## src/rtl/wdr_defs.svh

```systemverilog
`ifndef WDR_DEFS_SVH
`define WDR_DEFS_SVH
// Register byte offsets
`define WDR_OFF_PERIOD    12'h000
`define WDR_OFF_CTRL      12'h004
`define WDR_OFF_STATUS    12'h008
`define WDR_OFF_CMD       12'h00C
// Key patterns and reset values
`define WDR_PERIOD_RST    3'h7
`define WDR_KEY_DISABLE   4'hA
`define WDR_KEY_ENABLE    4'h5
`define WDR_CTRL_RST      8'h8A
// Command register bits
`define WDR_CMD_SINGLE    0
`define WDR_CMD_FIRST     1
`define WDR_CMD_SECOND    2
`define WDR_CMD_HALT      3
// Timing
`define WDR_CLK_HZ        10000000
`define WDR_INIT_DELAY_MS 100
`define WDR_INIT_DELAY_CYC ((`WDR_CLK_HZ / 1000) * `WDR_INIT_DELAY_MS)
`define WDR_SST_SHORT     2
`define WDR_SST_LONG      128
`define WDR_PERIOD_BASE   8
`endif

```

## src/rtl/wdr_pkg.sv

```systemverilog
package wdr_pkg;
  // Watchdog clock source
  typedef enum logic [1:0] {WDR_SRC_XTAL, WDR_SRC_SYSDIV4, WDR_SRC_IRC} wdr_src_t;
  // Reset sequencer state
  typedef enum logic [1:0] {WDR_ST_INIT, WDR_ST_SST, WDR_ST_RUN, WDR_ST_SLEEP} wdr_state_t;
  // Static configuration options
  typedef struct packed {
    logic     force_on;   // Option enables watchdog always
    logic     paired;     // Paired clear scheme
    logic     sst_short;  // Short start-up for RC sources
    logic     rc_clock;   // System clock is an RC type
    wdr_src_t src;
  } wdr_opt_t;
  // Core instruction strobes
  typedef struct packed {
    logic single_clr;
    logic first_clr;
    logic second_clr;
    logic halt;
  } wdr_instr_t;
  // Status flags
  typedef struct packed {
    logic timeout_flag;
    logic powerdown_flag;
  } wdr_flags_t;
endpackage : wdr_pkg

```

## src/rtl/wdr_top.sv

```systemverilog
`timescale 1ns/100ps
`default_nettype none
`include "wdr_defs.svh"
module wdr_top
  import wdr_pkg::*;
#(
  parameter int unsigned INIT_DELAY_CYC = `WDR_INIT_DELAY_CYC,
  parameter int unsigned CNT_W          = 16
)(
  input  wire logic              core_clk_in,         // System clock 10 MHz
  input  wire logic              srst_in,             // Power-on reset, sync
  input  wire logic              ce_in,               // Clock enable
  input  wire wdr_pkg::wdr_opt_t opt_in,              // Configuration options
  input  wire wdr_pkg::wdr_instr_t instr_in,          // Core instruction strobes
  input  wire logic              external_init_pin_n, // Reset pin, async
  input  wire logic              undervoltage_init_in,// Undervoltage, async
  input  wire logic              xtal_clk_in,         // Low freq crystal
  input  wire logic              irc_clk_in,          // Low freq internal RC
  input  wire logic [11:0]       s_axi_awaddr,        // AXI write address
  input  wire logic              s_axi_awvalid,       // AXI
  output logic                   s_axi_awready,       // AXI
  input  wire logic [31:0]       s_axi_wdata,         // AXI
  input  wire logic [3:0]        s_axi_wstrb,         // AXI
  input  wire logic              s_axi_wvalid,        // AXI
  output logic                   s_axi_wready,        // AXI
  output logic [1:0]             s_axi_bresp,         // AXI
  output logic                   s_axi_bvalid,        // AXI
  input  wire logic              s_axi_bready,        // AXI
  input  wire logic [11:0]       s_axi_araddr,        // AXI read address
  input  wire logic              s_axi_arvalid,       // AXI
  output logic                   s_axi_arready,       // AXI
  output logic [31:0]            s_axi_rdata,         // AXI
  output logic [1:0]             s_axi_rresp,         // AXI
  output logic                   s_axi_rvalid,        // AXI
  input  wire logic              s_axi_rready,        // AXI
  output logic                   core_hold_out,       // Execution inhibited
  output logic                   full_reset_out,      // Full device reset pulse
  output logic                   pc_sp_reset_out,     // PC and stack reset pulse
  output logic                   por_ports_out,       // Ports preset all ones
  output logic                   wake_out,            // Wake from sleep pulse
  output wdr_pkg::wdr_flags_t    flags_out            // Reset source flags
);
  import wdr_pkg::*;

  initial
  begin
    if (CNT_W < 16 || INIT_DELAY_CYC < 1)
      $error("wdr_top: parameters out of range");
  end

  typedef struct packed {
    logic [1:0]       rs;         // Pin sync
    logic [1:0]       lv;         // Undervoltage sync
    wdr_state_t       st;
    logic [31:0]      dly;
    logic [CNT_W-1:0] cnt;
    logic [2:0]       period;
    logic [7:0]       ctrl;
    wdr_flags_t       flags;
    logic             last_second; // Last paired clear was second
    logic             last_valid;
    logic             ports;       // Port preset, high during power-on reset
    logic             hold;        // Execution inhibited
    logic             full_rst;
    logic             pcsp_rst;
    logic             wake;
    logic             aw_got;
    logic             w_got;
    logic [11:0]      awaddr;
    logic [31:0]      wdata;
    logic [3:0]       wstrb;
    logic             bvalid;
    logic [1:0]       bresp;
    logic             rvalid;
    logic [31:0]      rdata;
    logic [1:0]       rresp;
    logic             awready;
    logic             wready;
    logic             arready;
  } wdr_st_t;
  wdr_st_t q, d;

  logic tick;
  logic wd_on;
  logic pin_low;
  logic clr_ok;
  logic [CNT_W-1:0] limit;

  wdr_tick_gen u_tick (
    .core_clk_in (core_clk_in),
    .srst_in     (srst_in),
    .ce_in       (ce_in),
    .src_in      (opt_in.src),
    .sleep_in    (q.st == WDR_ST_SLEEP),
    .xtal_clk_in (xtal_clk_in),
    .irc_clk_in  (irc_clk_in),
    .tick_out    (tick)
  );

  // Enable: option forces on, else any key but the disable pattern
  assign wd_on = opt_in.force_on | (q.ctrl[3:0] != `WDR_KEY_DISABLE);
  assign pin_low = ~q.rs[1] | q.lv[1];
  assign limit = CNT_W'(({{(CNT_W-1){1'b0}}, 1'b1} << (`WDR_PERIOD_BASE + q.period)) - 1);

  // Clear qualifies only under the selected scheme and alternation
  always_comb
  begin
    clr_ok = 1'b0;
    if (wd_on)
    begin
      if (!opt_in.paired)
        clr_ok = instr_in.single_clr;
      else if (instr_in.first_clr)
        clr_ok = !q.last_valid || q.last_second;
      else if (instr_in.second_clr)
        clr_ok = !q.last_valid || !q.last_second;
    end
  end

  always_comb
  begin
    logic [31:0] rd;
    logic        wr_hit;
    rd = '0;
    wr_hit = 1'b0;
    d = q;
    d.rs = {q.rs[0], external_init_pin_n};
    d.lv = {q.lv[0], undervoltage_init_in};
    d.full_rst = 1'b0;
    d.pcsp_rst = 1'b0;
    d.wake = 1'b0;
    d.ports = 1'b0;

    case (q.st)
      WDR_ST_INIT:
      begin
        // Hold after pin release for the init delay
        d.cnt = '0;
        if (pin_low)
          d.dly = '0;
        else if (q.dly >= INIT_DELAY_CYC - 1)
        begin
          d.dly = '0;
          d.st = WDR_ST_RUN;
        end
        else
          d.dly = q.dly + 32'd1;
      end
      WDR_ST_SST:
      begin
        // Start-up delay after sleep wake
        if (q.dly >= ((opt_in.rc_clock && opt_in.sst_short) ?
                      `WDR_SST_SHORT - 1 : `WDR_SST_LONG - 1))
        begin
          d.dly = '0;
          d.st = WDR_ST_RUN;
        end
        else
          d.dly = q.dly + 32'd1;
      end
      WDR_ST_RUN, WDR_ST_SLEEP:
      begin
        if (tick && wd_on)
          d.cnt = q.cnt + CNT_W'(1);
        if (clr_ok)
        begin
          d.cnt = '0;
          d.flags.powerdown_flag = 1'b0;
          d.last_valid = 1'b1;
          d.last_second = instr_in.second_clr;
        end
        if (instr_in.halt && q.st == WDR_ST_RUN)
        begin
          // HALT clears counter and enters sleep
          d.cnt = '0;
          d.flags.powerdown_flag = 1'b1;
          d.flags.timeout_flag = 1'b0;
          d.st = WDR_ST_SLEEP;
        end
        if (wd_on && q.cnt >= limit)
        begin
          d.cnt = '0;
          d.flags.timeout_flag = 1'b1;
          if (q.st == WDR_ST_SLEEP)
          begin
            d.pcsp_rst = 1'b1;
            d.wake = 1'b1;
            d.st = WDR_ST_SST;
          end
          else
          begin
            d.full_rst = 1'b1;
            d.period = `WDR_PERIOD_RST;
            d.ctrl = `WDR_CTRL_RST;
            d.st = WDR_ST_INIT;
          end
        end
      end
      default: d.st = WDR_ST_INIT;
    endcase

    // Pin or undervoltage: normal operation reset, flags unchanged
    if (pin_low)
    begin
      d.cnt = '0;
      d.period = `WDR_PERIOD_RST;
      d.ctrl = `WDR_CTRL_RST;
      d.last_valid = 1'b0;
      d.dly = '0;
      if (q.st != WDR_ST_INIT)
        d.full_rst = 1'b1;
      d.st = WDR_ST_INIT;
    end

    // AXI write: address and data may come in either order
    d.awready = !q.aw_got && !q.bvalid;
    d.wready = !q.w_got && !q.bvalid;
    if (s_axi_awvalid && q.awready)
    begin
      d.aw_got = 1'b1;
      d.awaddr = s_axi_awaddr;
      d.awready = 1'b0;
    end
    if (s_axi_wvalid && q.wready)
    begin
      d.w_got = 1'b1;
      d.wdata = s_axi_wdata;
      d.wstrb = s_axi_wstrb;
      d.wready = 1'b0;
    end
    if (q.aw_got && q.w_got && !q.bvalid)
    begin
      d.aw_got = 1'b0;
      d.w_got = 1'b0;
      d.bvalid = 1'b1;
      d.bresp = 2'b00;
      wr_hit = q.wstrb[0];
      case (q.awaddr)
        // A write never overrides the reset values of a reset in the same cycle
        `WDR_OFF_PERIOD: if (wr_hit && !pin_low && !d.full_rst) d.period = q.wdata[2:0];
        `WDR_OFF_CTRL:   if (wr_hit && !pin_low && !d.full_rst) d.ctrl = q.wdata[7:0];
        `WDR_OFF_STATUS, `WDR_OFF_CMD: ;
        default:         d.bresp = 2'b10;
      endcase
    end
    if (q.bvalid && s_axi_bready)
      d.bvalid = 1'b0;

    // AXI read
    d.arready = !q.rvalid;
    if (s_axi_arvalid && q.arready)
    begin
      d.arready = 1'b0;
      d.rvalid = 1'b1;
      d.rresp = 2'b00;
      case (s_axi_araddr)
        `WDR_OFF_PERIOD: rd = {29'h0000_000, q.period};
        `WDR_OFF_CTRL:   rd = {24'h00_0000, q.ctrl};
        `WDR_OFF_STATUS: rd = {28'h000_0000, q.st == WDR_ST_SLEEP, wd_on, q.flags};
        `WDR_OFF_CMD:    rd = '0;
        default:         d.rresp = 2'b10;
      endcase
      d.rdata = rd;
    end
    if (q.rvalid && s_axi_rready)
      d.rvalid = 1'b0;

    // Hold flag registered from the next state so the output is a flop
    d.hold = (d.st == WDR_ST_INIT) || (d.st == WDR_ST_SST);
  end

  // Power-on reset: flags cleared, period and key at reset value
  always_ff @(posedge core_clk_in)
  begin
    if (srst_in)
    begin
      q <= '0;
      q.rs <= 2'b11;
      q.ports <= 1'b1;
      q.hold <= 1'b1;
      q.period <= `WDR_PERIOD_RST;
      q.ctrl <= `WDR_CTRL_RST;
      q.st <= WDR_ST_INIT;
    end
    else if (ce_in)
      q <= d;
  end

  // Outputs straight from flops
  assign core_hold_out = q.hold;
  assign full_reset_out = q.full_rst;
  assign pc_sp_reset_out = q.pcsp_rst;
  assign por_ports_out = q.ports;
  assign wake_out = q.wake;
  assign flags_out = q.flags;
  assign s_axi_awready = q.awready;
  assign s_axi_wready = q.wready;
  assign s_axi_bvalid = q.bvalid;
  assign s_axi_bresp = q.bresp;
  assign s_axi_arready = q.arready;
  assign s_axi_rvalid = q.rvalid;
  assign s_axi_rdata = q.rdata;
  assign s_axi_rresp = q.rresp;

  AST_OVF_RESET: assert property (@(posedge core_clk_in) disable iff (srst_in)
    ce_in && q.st == WDR_ST_RUN && wd_on && q.cnt >= limit && !pin_low
    |=> full_reset_out && flags_out.timeout_flag)
    else $error("overflow did not reset");
  AST_OFF_NOCLR: assert property (@(posedge core_clk_in) disable iff (srst_in)
    !wd_on |-> !clr_ok)
    else $error("clear while off");
  AST_FORCE_ON: assert property (@(posedge core_clk_in) disable iff (srst_in)
    opt_in.force_on |-> wd_on)
    else $error("option did not force on");
  AST_SLEEP_WAKE: assert property (@(posedge core_clk_in) disable iff (srst_in)
    ce_in && q.st == WDR_ST_SLEEP && wd_on && q.cnt >= limit && !pin_low
    |=> pc_sp_reset_out && !full_reset_out && q.st == WDR_ST_SST)
    else $error("sleep timeout wrong");
  AST_HALT_PDF: assert property (@(posedge core_clk_in) disable iff (srst_in)
    ce_in && instr_in.halt && q.st == WDR_ST_RUN && !pin_low && !(wd_on && q.cnt >= limit)
    |=> flags_out.powerdown_flag && q.cnt == '0)
    else $error("halt did not set powerdown");
  AST_PIN_CLR: assert property (@(posedge core_clk_in) disable iff (srst_in)
    ce_in && pin_low |=> q.cnt == '0 && core_hold_out)
    else $error("pin reset did not clear");
  AST_PERIOD_RD: assert property (@(posedge core_clk_in) disable iff (srst_in)
    s_axi_rvalid && $rose(s_axi_rvalid) && s_axi_rresp == 2'b00 |-> s_axi_rdata[31:8] == '0)
    else $error("high bits nonzero");
  AST_SST_LEN: assert property (@(posedge core_clk_in) disable iff (srst_in)
    q.st == WDR_ST_SST |-> q.dly < `WDR_SST_LONG)
    else $error("start-up delay overrun");
  COV_OVF: cover property (@(posedge core_clk_in) full_reset_out && flags_out.timeout_flag);
  COV_WAKE: cover property (@(posedge core_clk_in) wake_out);
  COV_CLR: cover property (@(posedge core_clk_in) clr_ok && opt_in.paired);
endmodule : wdr_top
`default_nettype wire

```

## src/rtl/wdr_tick_gen.sv

```systemverilog
`timescale 1ns/100ps
`default_nettype none
`include "wdr_defs.svh"
module wdr_tick_gen
  import wdr_pkg::*;
(
  input  wire logic          core_clk_in,   // System clock
  input  wire logic          srst_in,       // Sync reset
  input  wire logic          ce_in,         // Clock enable
  input  wire wdr_pkg::wdr_src_t src_in,    // Source select
  input  wire logic          sleep_in,      // Sleep mode
  input  wire logic          xtal_clk_in,   // Crystal, async
  input  wire logic          irc_clk_in,    // Internal RC, async
  output logic               tick_out       // One watchdog clock
);
  typedef struct packed {
    logic [2:0] xs;
    logic [2:0] is;
    logic [1:0] div;
    logic       tick;
  } wdr_tick_st_t;
  wdr_tick_st_t q, d;
  // Two-stage sync then edge detect on the third stage
  always_comb
  begin
    d = q;
    d.xs = {q.xs[1:0], xtal_clk_in};
    d.is = {q.is[1:0], irc_clk_in};
    d.tick = 1'b0;
    case (src_in)
      WDR_SRC_XTAL:    d.tick = q.xs[1] & ~q.xs[2];
      WDR_SRC_IRC:     d.tick = q.is[1] & ~q.is[2];
      WDR_SRC_SYSDIV4:
      begin
        // Instruction clock stops in sleep, so does this source
        if (!sleep_in)
        begin
          d.div = q.div + 2'd1;
          d.tick = (q.div == 2'd3);
        end
      end
      default:         d.tick = 1'b0;
    endcase
  end
  always_ff @(posedge core_clk_in)
  begin
    if (srst_in)
      q <= '0;
    else if (ce_in)
      q <= d;
  end
  assign tick_out = q.tick;
endmodule : wdr_tick_gen
`default_nettype wire

```

## config.mk

```make
export PLATFORM = sky130hd
export DESIGN_NAME = wdr_top
export DESIGN_NICKNAME = d
export VERILOG_FILES = /design/src/rtl/wdr_pkg.sv /design/src/rtl/wdr_top.sv /design/src/rtl/wdr_tick_gen.sv
export VERILOG_INCLUDE_DIRS = /design/src /design/src/rtl
export SDC_FILE = /design/constraint.sdc
export NUM_CORES = 1
export LEC_CHECK = 0
export CAP_MARGIN = 5
export CORE_MARGIN = 5
export CORE_UTILIZATION = 57
export DETAILED_ROUTE_END_ITERATION = 8
export DONT_BUFFER_PORTS = 1
export PLACE_DENSITY = 0.84
export SYNTH_ARGS = -nofsm -noshare
export SYNTH_HDL_FRONTEND = slang
export SYNTH_HIERARCHICAL = 1
export SYNTH_SLANG_ARGS = --single-unit
```

## constraint.sdc

```tcl
create_clock -name core_clk_in -period 2.8 [get_ports core_clk_in]
set_clock_uncertainty 0.15 [all_clocks]
set_input_delay 0.56 -clock core_clk_in [delete_from_list [all_inputs] [get_ports core_clk_in]]
set_output_delay 0.56 -clock core_clk_in [all_outputs]
set_load 0.05 [all_outputs]
```

## Word level (Yosys, flattened, before mapping)

Index checks and enable logic that the tools add are counted.

| word-level totals | value |
|---|---|
| register bits after elaboration | 147 |
| output and inout port bits | 48 |

| operators by class | value |
|---|---|
| add/subtract/negate cells | 5 |
| $lt $le $gt $ge | 3 |
| equal/unequal tests | 15 |
| shifts and indexed selects | 1 |
| multiplexer cells | 51 |
| bitwise logic cells | 8 |
| reductions and logical operators | 60 |

Operator list:

| kind | number |
|---|---|
| 32-bit 2-to-1 mux | 2 |
| 32-bit case mux with 2 select lines | 1 |
| 61-bit 2-to-1 mux | 1 |
| 12-bit by 4-bit == test with 1-bit output, second input constant | 4 |
| 16-bit 2-to-1 mux | 3 |
| 35-bit 2-to-1 mux | 1 |
| 32-bit by 1-bit adder with 32-bit output, second input constant | 1 |
| 32-bit by 20-bit >= comparator with 1-bit output, second input constant | 1 |
| 32-bit by 7-bit >= comparator with 1-bit output | 1 |
| 16-bit case mux with 2 select lines | 1 |
| 28-bit 2-to-1 mux | 1 |
| 12-bit by 3-bit == test with 1-bit output, second input constant | 2 |
| 12-bit logical NOT | 2 |
| 8-bit case mux with 3 select lines | 1 |
| 11-bit 2-to-1 mux | 2 |
| 2-bit 2-to-1 mux | 9 |
| 3-bit 2-to-1 mux | 6 |
| 2-bit AND reduction | 9 |
| 3-bit AND reduction | 6 |
| 2-bit nonzero test | 9 |
| 1-bit 2-to-1 mux | 17 |
| 16-bit by 1-bit adder with 16-bit output, second input constant | 1 |
| 16-bit >= comparator | 1 |
| 8-bit 2-to-1 mux | 2 |
| other kinds (22) | 59 |

## Longest topological paths before layout

Gate-level depths: netlist (run 1).

| logic depth | value |
|---|---|
| word-level depth | 14 |
| gate-level depth with buffers | 11 |

## Hierarchy

Netlist (run 1), hierarchy kept.

By module, submodules not included:

| module | times used | cells each | area each (um^2) |
|---|---|---|---|
| wdr_top | 1 | 638 | 5,502.8 |
| wdr_tick_gen | 1 | 35 | 382.9 |

## Least setup slack after synthesis (run 1)

OpenSTA, ideal clock, no wires.

| timing path | value |
|---|---|
| kind | in2reg |
| start | input opt_in[2] in the netlist's numbering |
| end | register q[133] in the netlist's numbering |
| data arrival time | 2.548 ns |
| required time | 2.576 ns |
| slack | 0.028 ns |
| stages on the path | 9 |
| buffers on the path | 1 |
| path through | and2_1 -> ha_1 -> a21o_1 -> a211o_1 -> a211oi_2 -> o211ai_1 -> buf_2 -> or3_1 -> o21ai_0 |

| between the ends | value |
|---|---|
| cells in the longest elaborated chain, start to end | 6 |

RTL lines:

| item | line | text |
|---|---|---|
| from (decl) | wdr_top.sv:13 | `input wire wdr_pkg::wdr_opt_t opt_in,` |
| 1-bit logical AND | wdr_top.sv:152 | `if (q.dly >= ((opt_in.rc_clock && opt_in.sst_short) ?` |
| 7-bit 2-to-1 mux | wdr_top.sv:152 |  |
| 32-bit by 7-bit >= comparator with 1-bit output | wdr_top.sv:152 |  |
| 32-bit 2-to-1 mux | wdr_top.sv:152 |  |
| 32-bit case mux with 2 select lines | wdr_top.sv:134 | `case (q.st)` |
| 61-bit 2-to-1 mux | wdr_top.sv:203 | `if (pin_low)` |
| to (decl) | wdr_top.sv:81 | `wdr_st_t q, d;` |

No other way between the ends.
A chain may end at the register's enable or synchronous reset.

## Worst setup path in the final report (run 1)

| timing path | value |
|---|---|
| start | register q[109] in the netlist's numbering |
| end | register q[117] in the netlist's numbering |

| between the ends | value |
|---|---|
| cells in the longest elaborated chain, start to end | 8 |
| elaborated cells between the ends (all ways) | 10 |
| those cells by class | add/sub: 2; order compare: 1; eq/ne: 1; shift: 1; mux: 3; reduce/logical: 2 |

RTL lines:

| item | line | text |
|---|---|---|
| 4-bit by 3-bit adder with 5-bit output (no source line) * | n/a |  |
| 1-bit by 5-bit << shifter with 16-bit output * | wdr_top.sv:103 | `` assign limit = CNT_W'(({{(CNT_W-1){1'b0}}, 1'b1} << (`WDR_PERIOD_BASE + q.period)) - 1); `` |
| 16-bit by 1-bit subtractor with 16-bit output * | wdr_top.sv:103 |  |
| 16-bit >= comparator * | wdr_top.sv:180 | `if (wd_on && q.cnt >= limit)` |
| 1-bit logical AND * | wdr_top.sv:180 |  |
| 28-bit 2-to-1 mux | wdr_top.sv:180 |  |
| 16-bit case mux with 2 select lines | wdr_top.sv:134 |  |
| 61-bit 2-to-1 mux | wdr_top.sv:203 |  |

Every way passes the cells marked *; elsewhere a longest branch is shown, timed or not.

==> impl_metrics.toml, run 1 <==
[run_status]
outcome = "complete, no violations"

[clocking]
clk_pin_slew_worst_paths_ns = 0.06
cts_buffers = 17
cts_tree = "yes"
cts-htree-levels = 4
insertion_delay_ns = 0.52
root_buffer = "clkbuf_8"
clockBufferDepth = 2
cts.sinks = 120

[sta]
fin_crit_ns = 2.70
relSlewSlack = 0.222
rsz0062_at_grt = "yes"
drv_slew = 0
fin_hold_ws_ns = 0.0172
hold_viol = 0
timing.final.crit_share = 0.964
worstMarginPinSlew_ns = 1.16
setup_viol = 0
max_freq_ghz = 0.370

[final_layout]
final_nets = 785
nFillCells = 825
area_delta_synth_final_pct = 12.6
multiInputGateArea_mm2 = 0.00313
regArea_mm2 = 0.00241
drive_gt1_frac = 0.126
final_common_cell = "dfxtp_1"
fin_util = 0.651
mostFrequentLayoutCells = "dfxtp_1 (117), nand2_1 (76), nor2_1 (45)"
antenna_cells = 0

[worst_setup_path]
endpoint = "q[117]"
worstPathArrival_ns = 2.99
reg2reg_depth = 9
endpoint_kind = "register"
crit_start = "q[109]"
crit_path_max_fanout = 13
reg2reg_from = "q[109]"
worstSetupPathType = "register to register"
start_kind = "register"
r2r_end = "q[117]"
required_ns = 3.09
regToRegSetupSlack_ns = 0.1

[detailed_routing]
ant_nets = 0
routed_wl_um = 14500
vias = 5038
via_per_inst = 6.03
first_iter_violations = 365
dr.pass1.iters = 5
drc = 0
wl_per_cell_um = 17.3

[power_and_ir_drop]
swShare = 0.257
power_leakage_nw = 2.57
p_clk_frac = 0.511
ir_drop_v = 0.000486
cellPowerDensity_mw_per_mm2 = 628
power_frac_comb = 0.063
switchingPower_mw = 1.07
intPower_mw = 3.10
p_seq_frac = 0.426

[yosys]
yosys.area.top_type = "dfxtp_1"
yosys.area.top_type_share = 0.408
synth-seq-cells = 120
yosys-top-cells-area = "dfxtp_1 (41%), buf_4 (5.0%), nand2_1 (4.8%)"
seq_area_frac_synth = 0.408
postSynthAreaPerCell_um2 = 8.75
synth_top_flop_cell = "dfxtp_1"
netlist_area_mm2 = 0.00589
async_flop_share = 0
ys_warn_count = 6
synth_cell_type_count = 66
synth-edff-count = 0
syn_inst = 673

[floorplanning]
die-area_mm2 = 0.0125
die_x_um = 112
start_util = 0.578
die_h_um = 112
core_region_area_mm2 = 0.0102
num_io_pins = 130
num_rows = 37

[placed_design]
dp_hpwl_um = 9820
io_buffers = 0
gp_congestion = 0.916

[grt]
first_global_vias = 5025
track_usage = 0.230
grt_max_degree = 71
grt_pass1_wl_um = 23500
antenna_found_initial = 0
grt-ovfl-total = 0

[worst_hold_path]
worstHoldPathType = "primary input to register"

[job]
cap_violations = 0
[cell type report]
type,count,area share
clock buffer,18,0.0631
clock inverter,14,0.0247
inverter,9,0.00510
multi-input combinational,502,0.472
sequential,120,0.364
tap,136,0.0257
timing repair buffer,36,0.0457
[power groups by stage]
stage | Sequential (mW) | Combinational [mW] | Clock [mW]
finish | 1.77 | 0.263 | 2.13
floorplan | 1.80 | 0.247 | 0
global route | 1.78 | 0.284 | 2.24
detailed placement | 1.81 | 0.230 | 0
CTS | 1.78 | 0.260 | 2.16
global placement | 1.81 | 0.222 | 0
[per-layer routing]
layer	routed length [µm]	global-route usage	vias to the layer above
li1	-	-	2417
met1	5610	0.250	2376
met2	7320	0.405	199
met3	986	0.0701	46
met4	531	0.114	0
met5	0	0	-
[cell usage after synthesis (all sizes together) (9+ instances only)]
cell / instances
ha: 17
a21oi: 41
or4: 9
and3: 12
clkbuf: 18
nor4: 9
nand3: 21
dfxtp: 120
mux2i: 15
nand2: 76
nor2: 45
or3: 10
nor3: 21
buf: 49
nand4: 10
a21o: 10
and2: 18
o21ai: 30
a22o: 9
a211oi: 10
xor2: 12
[critical path, stage by stage (launching register included)]
cell and delay [ns]:
dfxtp_4 0.37, a21oi_1 0.07, ha_1 0.29, nand4_1 0.10, or4_4 0.44, a31oi_4 0.20
o21ai_2 0.08, buf_4 0.18, or4_1 0.49, a211oi_2 0.24
[worst min-delay path by stage]
stage               endpoint  slack, ns            from  cells past startpoint
floorplan             q[149]       0.28          q[149]                      1
global placement       q[82]       0.29           q[82]                      2
detailed placement     q[41]       0.29           q[41]                      2
CTS                    q[51]      0.001  s_axi_wdata[6]                      2
global route          d[164]      0.004           ce_in                      1
finish                 q[51]       0.02  s_axi_wdata[6]                      2
[stage by stage]
step / setup TNS (ns) / power (mW) / cell area [µm²] / setup WS, ns / std cells
after CTS: 0 / 4.20 / 6610 / 0.000868 / 835
after global placement: 0 / 2.03 / 5940 / 0.0140 / 797
final: 0 / 4.17 / 6630 / 0.0994 / 835
after detailed placement: -0.295 / 2.04 / 5940 / -0.105 / 797
after floorplan: 0 / 2.05 / 5980 / 0.0277 / 698
after global routing: -0.0240 / 4.30 / 6630 / -0.0113 / 835
[flip-flops by register name, summed over array words and instances, names as in the netlist, 2 cells and up]
register,count
d,2
u_tick/q,4
u_tick/d,4
s_axi_rdata,8
flags_out,2
q,88
[kinds of logic (layout without fill, tap and decap cells)]
kind of cell               after synthesis  count (layout)  synth area share
muxes                                   15              15            0.0255
AOI/OAI and AO/OA                      162             162             0.191
DFF                                    120             120             0.408
xor gates and xnor gates                14              14            0.0208
and+or+nand+nor                        267             267             0.238
adders and majority gates               17              17            0.0361
buffers and inverters                   76              77            0.0789
other                                    2              27           0.00128
[repair_timing]
action / 4_1_cts / 5_1_grt
buffers inserted: 0 / 0
hold endpoints to repair: 70 / 0
gates resized for setup: 3 / 5
pin swaps: 0 / 1
hold buffers: 6 / 0
endpoints found under the setup margin: 10 / 18
Note: power is estimated with default switching activity, not from simulation.
==> run 2: changes to the inputs <==
Settings changed: CORE_MARGIN 5 to 2.
==> impl_metrics.toml, run 2 (synthesis gave the netlist of run 1 again) <==
[placed_design]
place_area_mm2 = 0.00591
io_buffers = 0
gp_congestion = 0.820
dp_hpwl_um = 9190
dp_slack_ns = -0.0978

[clocking]
cts.sinks = 120
cts_buffers = 17
root_buffer = "clkbuf_8"
clockBufferDepth = 2
clk_pin_slew_worst_paths_ns = 0.06
insertion_delay_ns = 0.51
cts-htree-levels = 4
cts_tree = "yes"

[worst_setup_path]
worstPathArrival_ns = 3.03
worstSetupPathType = "register to register"
start_kind = "register"
crit_path_max_fanout = 6
r2r_end = "q[120]"
reg2reg_from = "q[109]"
endpoint_kind = "register"
reg2reg_depth = 10
regToRegSetupSlack_ns = 0.05
required_ns = 3.08

[final_layout]
multiInputGateArea_mm2 = 0.00318
final_common_cell = "dfxtp_1"
largest_reg_flops = 88
drive_gt1_frac = 0.124
postLayoutCellArea_mm2 = 0.00701
final_nets = 821
area_delta_synth_final_pct = 19.1
regArea_mm2 = 0.00241
mostFrequentLayoutCells = "dfxtp_1 (117), nand2_1 (76), nor2_1 (45)"
antenna_cells = 0
nFillCells = 715
top_register = "q"

[sta]
hold_viol = 0
setup_viol = 0
fin_crit_ns = 2.75
drv_slew = 0
fin_hold_ws_ns = 0.0156
timing.final.crit_share = 0.981
rsz0062_at_grt = "yes"
max_freq_ghz = 0.364
relSlewSlack = 0.275
worstMarginPinSlew_ns = 1.08
layout_setup_ws_ns = 0.0530

[detailed_routing]
vias = 5342
via_per_inst = 6.14
ant_nets = 0
drc = 0
wl_per_cell_um = 17.6
routed_wl_um = 15300
first_iter_violations = 472
dr.pass1.iters = 5

[run_status]
outcome = "complete, no violations"

[grt]
antenna_found_initial = 0
grt_pass1_wl_um = 24400
grt-ovfl-total = 0
first_global_vias = 5258
grt_max_degree = 57
track_usage = 0.272

[power_and_ir_drop]
ir_drop_v = 0.000500
power_leakage_nw = 2.82
cellPowerDensity_mw_per_mm2 = 575

[floorplanning]
num_rows = 37
die_h_um = 106
die-area_mm2 = 0.0112
num_io_pins = 130
start_util = 0.578
core_region_area_mm2 = 0.0102
die_x_um = 106

[job]
cap_violations = 0

[worst_hold_path]
worstHoldPathType = "primary input to register"
hold_depth = 1
hold_path_end = "s_axi_rvalid"
hp-start = "s_axi_rready"
==> run 2: cell count changes in the layout (fill, tap and decap cells not counted), moves of 2 or more <==
| cell | before | now |
|---|---|---|
| buf_4 | 30 | 27 |
| buf_6 | 0 | 2 |
| clkbuf_8 | 1 | 3 |
| clkinv_2 | 0 | 4 |
| clkinvlp_4 | 5 | 3 |
| dlygate4sd3_1 | 5 | 42 |
| inv_6 | 4 | 2 |
| inv_8 | 2 | 0 |
| or4_1 | 7 | 4 |
| or4_4 | 2 | 5 |
==> run 2: how the worst max path moves through the flow <==
stage / from / end / slack [ns] / cells past startpoint
2_1_floorplan: opt_in[2] / q[133] / 0.03 / 9
3_3_place_gp: q[110] / q[119] / 0.001 / 8
3_5_place_dp: q[110] / q[119] / -0.1 / 8
4_1_cts: q[109] / q[116] / -0.03 / 10
5_1_grt: q[109] / q[120] / -0.05 / 10
6_report: q[109] / q[120] / 0.05 / 10
==> run 2: power by group <==
| group | internal (mW) | leakage [nW] | total (mW) | switching, mW |
|---|---|---|---|---|
| registers | 1.73 | 0.970 | 1.78 | 0.0437 |
| logic | 0.0868 | 1.59 | 0.270 | 0.183 |
| clock network | 1.22 | 0.263 | 1.99 | 0.772 |
| total | 3.03 | 2.82 | 4.03 | 0.999 |
==> run 2: cell type report <==
type	instances	area share
well taps	136	0.0243
multi-input cells	502	0.454
repair buffers	72	0.0950
clock inverters	11	0.0141
inverters	9	0.00482
clock buffers	20	0.0635
flip-flops and latches	120	0.344
==> run 2: what timing repair did <==
item	4_1_cts	5_1_grt
setup endpoints to repair	9	25
resized for setup	3	15
pin swaps	1	2
buffers inserted	1	3
endpoints found under the hold margin	68	1
hold buffers	42	1
==> run 2: layer usage <==
layer  vias to the layer above  GRT usage  wire length (µm)
met5                         -          0                 0
met4                         0      0.154               630
met3                        52     0.0662              1020
met2                       270      0.461              7710
met1                      2540      0.311              5980
li1                       2480          -                 -
==> run 2: metrics by stage <==
| step | util | power, mW | TNS (ns) | instances |
|---|---|---|---|---|
| 2_1_floorplan | - | 2.05 | 0 | 698 |
| 3_3_place_gp | 0.580 | 2.03 | 0 | 792 |
| 3_5_place_dp | 0.580 | 2.03 | -0.459 | 792 |
| 4_1_cts | 0.678 | 4.03 | -0.0301 | 866 |
| 5_1_grt | 0.688 | 4.15 | -0.0791 | 870 |
| 6_report | 0.688 | 4.03 | 0 | 870 |
==> run 2: worst max-delay path: stages (launching register included) <==
cell,delay [ns]
dfxtp_4,0.37
a21oi_1,0.08
ha_1,0.29
nand4_1,0.11
or4_4,0.45
a31oi_4,0.28
buf_6,0.15
o211ai_1,0.10
buf_4,0.16
or3_1,0.31
a211oi_2,0.22
==> run 3: changes to the inputs <==
Settings changed: ABC_CLOCK_PERIOD_IN_PS set to 2800, BUFFER_PORTS_ARGS set to -buffer_cell sky130_fd_sc_hd__buf_2, CORE_UTILIZATION 57 to 51, CTS_BUF_LIST set to sky130_fd_sc_hd__clkbuf_8, DONT_BUFFER_PORTS 1 to unset, PLACE_DENSITY 0.84 to 0.88.
==> impl_metrics.toml, run 3 (synthesis gave the netlist of run 1 again) <==
[placed_design]
place_area_mm2 = 0.00639
gp_congestion = 0.818
dp_hpwl_um = 9660
io_buffers = 76
numPlacedInstances = 888

[sta]
drv_slew = 0
setup_viol = 0
timing.final.crit_share = 0.987
worstMarginPinSlew_ns = 1.10
hold_viol = 0
relSlewSlack = 0.263
rsz0062_at_grt = "yes"
fin_crit_ns = 2.76
max_freq_ghz = 0.362
tns_ns = 0

[worst_setup_path]
max_stage_delay_ns = 0.54
worstPathArrival_ns = 2.98
path_cells = "buf_4 -> nor2_1 -> ha_1 -> nand4_1 -> or4_4 -> a31oi_4 -> o21ai_4 -> or4_1 -> a211oi_2"
crit_family = "simple AND/OR/NAND/NOR gates"
worstSetupPathType = "register to register"
slowest_stage = "or4_1"
cp_num_buf_inv = 1
required_ns = 3.01
crit_path_max_fanout = 8
endpoint_kind = "register"
start_kind = "register"

[grt]
first_global_vias = 5001
grt_pass1_wl_um = 22700
antenna_found_initial = 0
grt_max_degree = 44
global_route.usage.met1 = 0.254
met3_usage = 0.0506
grt-ovfl-total = 0
use_met2 = 0.380
top_usage_layer = "met2"
track_usage = 0.220

[power_and_ir_drop]
cellPowerDensity_mw_per_mm2 = 534
power_leakage_nw = 2.90
p_total_mw = 3.71
ir_drop_v = 0.000370

[detailed_routing]
dr.pass1.iters = 5
vias = 5263
first_iter_violations = 292
via_per_inst = 5.68
routed_wl_um = 13700
ant_nets = 0
drc = 0
wl_per_cell_um = 14.8

[final_layout]
fin_util = 0.613
area_delta_synth_final_pct = 17.9
final_nets = 869
mostFrequentLayoutCells = "dfxtp_1 (117), nand2_1 (76), buf_2 (76)"
final_cell_count_no_fill = 926
final_common_cell = "dfxtp_1"
top_register = "q"
antenna_cells = 0
largest_reg_flops = 88
postLayoutCellArea_mm2 = 0.00694
drive_gt1_frac = 0.231

[clocking]
cts_tree = "yes"
cts_buffers = 17
clk_pin_slew_worst_paths_ns = 0.07
insertion_delay_ns = 0.45
clockBufferDepth = 2
root_buffer = "clkbuf_8"
holdBufCountCts = 0
cts.sinks = 120
cts-htree-levels = 4

[run_status]
outcome = "complete, no violations"

[floorplanning]
num_rows = 39
die-area_mm2 = 0.0124
die_h_um = 111
start_util = 0.520
die_x_um = 111
core_region_area_mm2 = 0.0113
num_io_pins = 130

[job]
cap_violations = 0

[worst_hold_path]
worstHoldPathType = "primary input to register"
==> run 3: cell types whose count changed in the layout (fill, tap and decap cells not counted), moves of 3 or more <==
| cell | change |
|---|---|
| buf_4 | +16 |
| clkbuf_16 | -16 |
| dlygate4sd3_1 | -42 |
| buf_2 | +76 |
| clkinv_2 | -3 |
| clkinv_4 | +5 |
| clkbuf_8 | +14 |
==> run 3: path summary, 6_finish.rpt <==
check	slack, ns	depth (start not counted)	startpoint	end
max	0.04	9	q[110]	q[117]
min	0.16	2	s_axi_rready	s_axi_rvalid
max reg2reg	0.04	9	q[110]	q[117]
min reg2reg	0.30	2	s_axi_rdata[0]	s_axi_rdata[0]
==> run 3: repair_timing <==
item                                    in CTS  in global routing
gates resized for setup                      6                 10
endpoints found under the setup margin       8                 25
pin swaps                                    2                  5
setup buffers                                1                  5
==> run 3: power by group <==
group          total [mW]  switching (mW)  internal [mW]
clock network        1.62           0.734          0.883
registers            1.75          0.0200           1.73
logic               0.342           0.237          0.105
==> run 3: layout make-up <==
class | instances | area, µm²
inverter | 9 | 33.8
tap | 143 | 179
clock inverter | 15 | 180
clock buffer | 17 | 234
multi-input combinational | 502 | 3180
fill | 972 | 4380
sequential | 120 | 2410
timing repair buffer | 120 | 723
==> run 3: worst reg2reg max path: cells and delay by family (launching register included) <==
family	cells	cell delay [ns]
AOI/OAI and AO/OA	3	0.63
buffers and inverters	1	0.13
and+or+nand+nor	4	1.12
DFF	1	0.36
adders and majority gates	1	0.29
==> run 3: stage by stage <==
step | hold WS, ns | worst slack (ns)
after global placement | 0.285 | -0.0102
after floorplan | 0.280 | 0.0277
after global routing | 0.177 | -0.0554
after detailed placement | 0.288 | -0.0832
final | 0.160 | 0.0377
after CTS | 0.147 | 0.00790
==> run 3: layer usage <==
metal	part of all wire	vias to the layer above
met2	0.51	143
met3	0.039	35
met4	0.033	0
li1	-	2587
met5	0	-
met1	0.42	2498
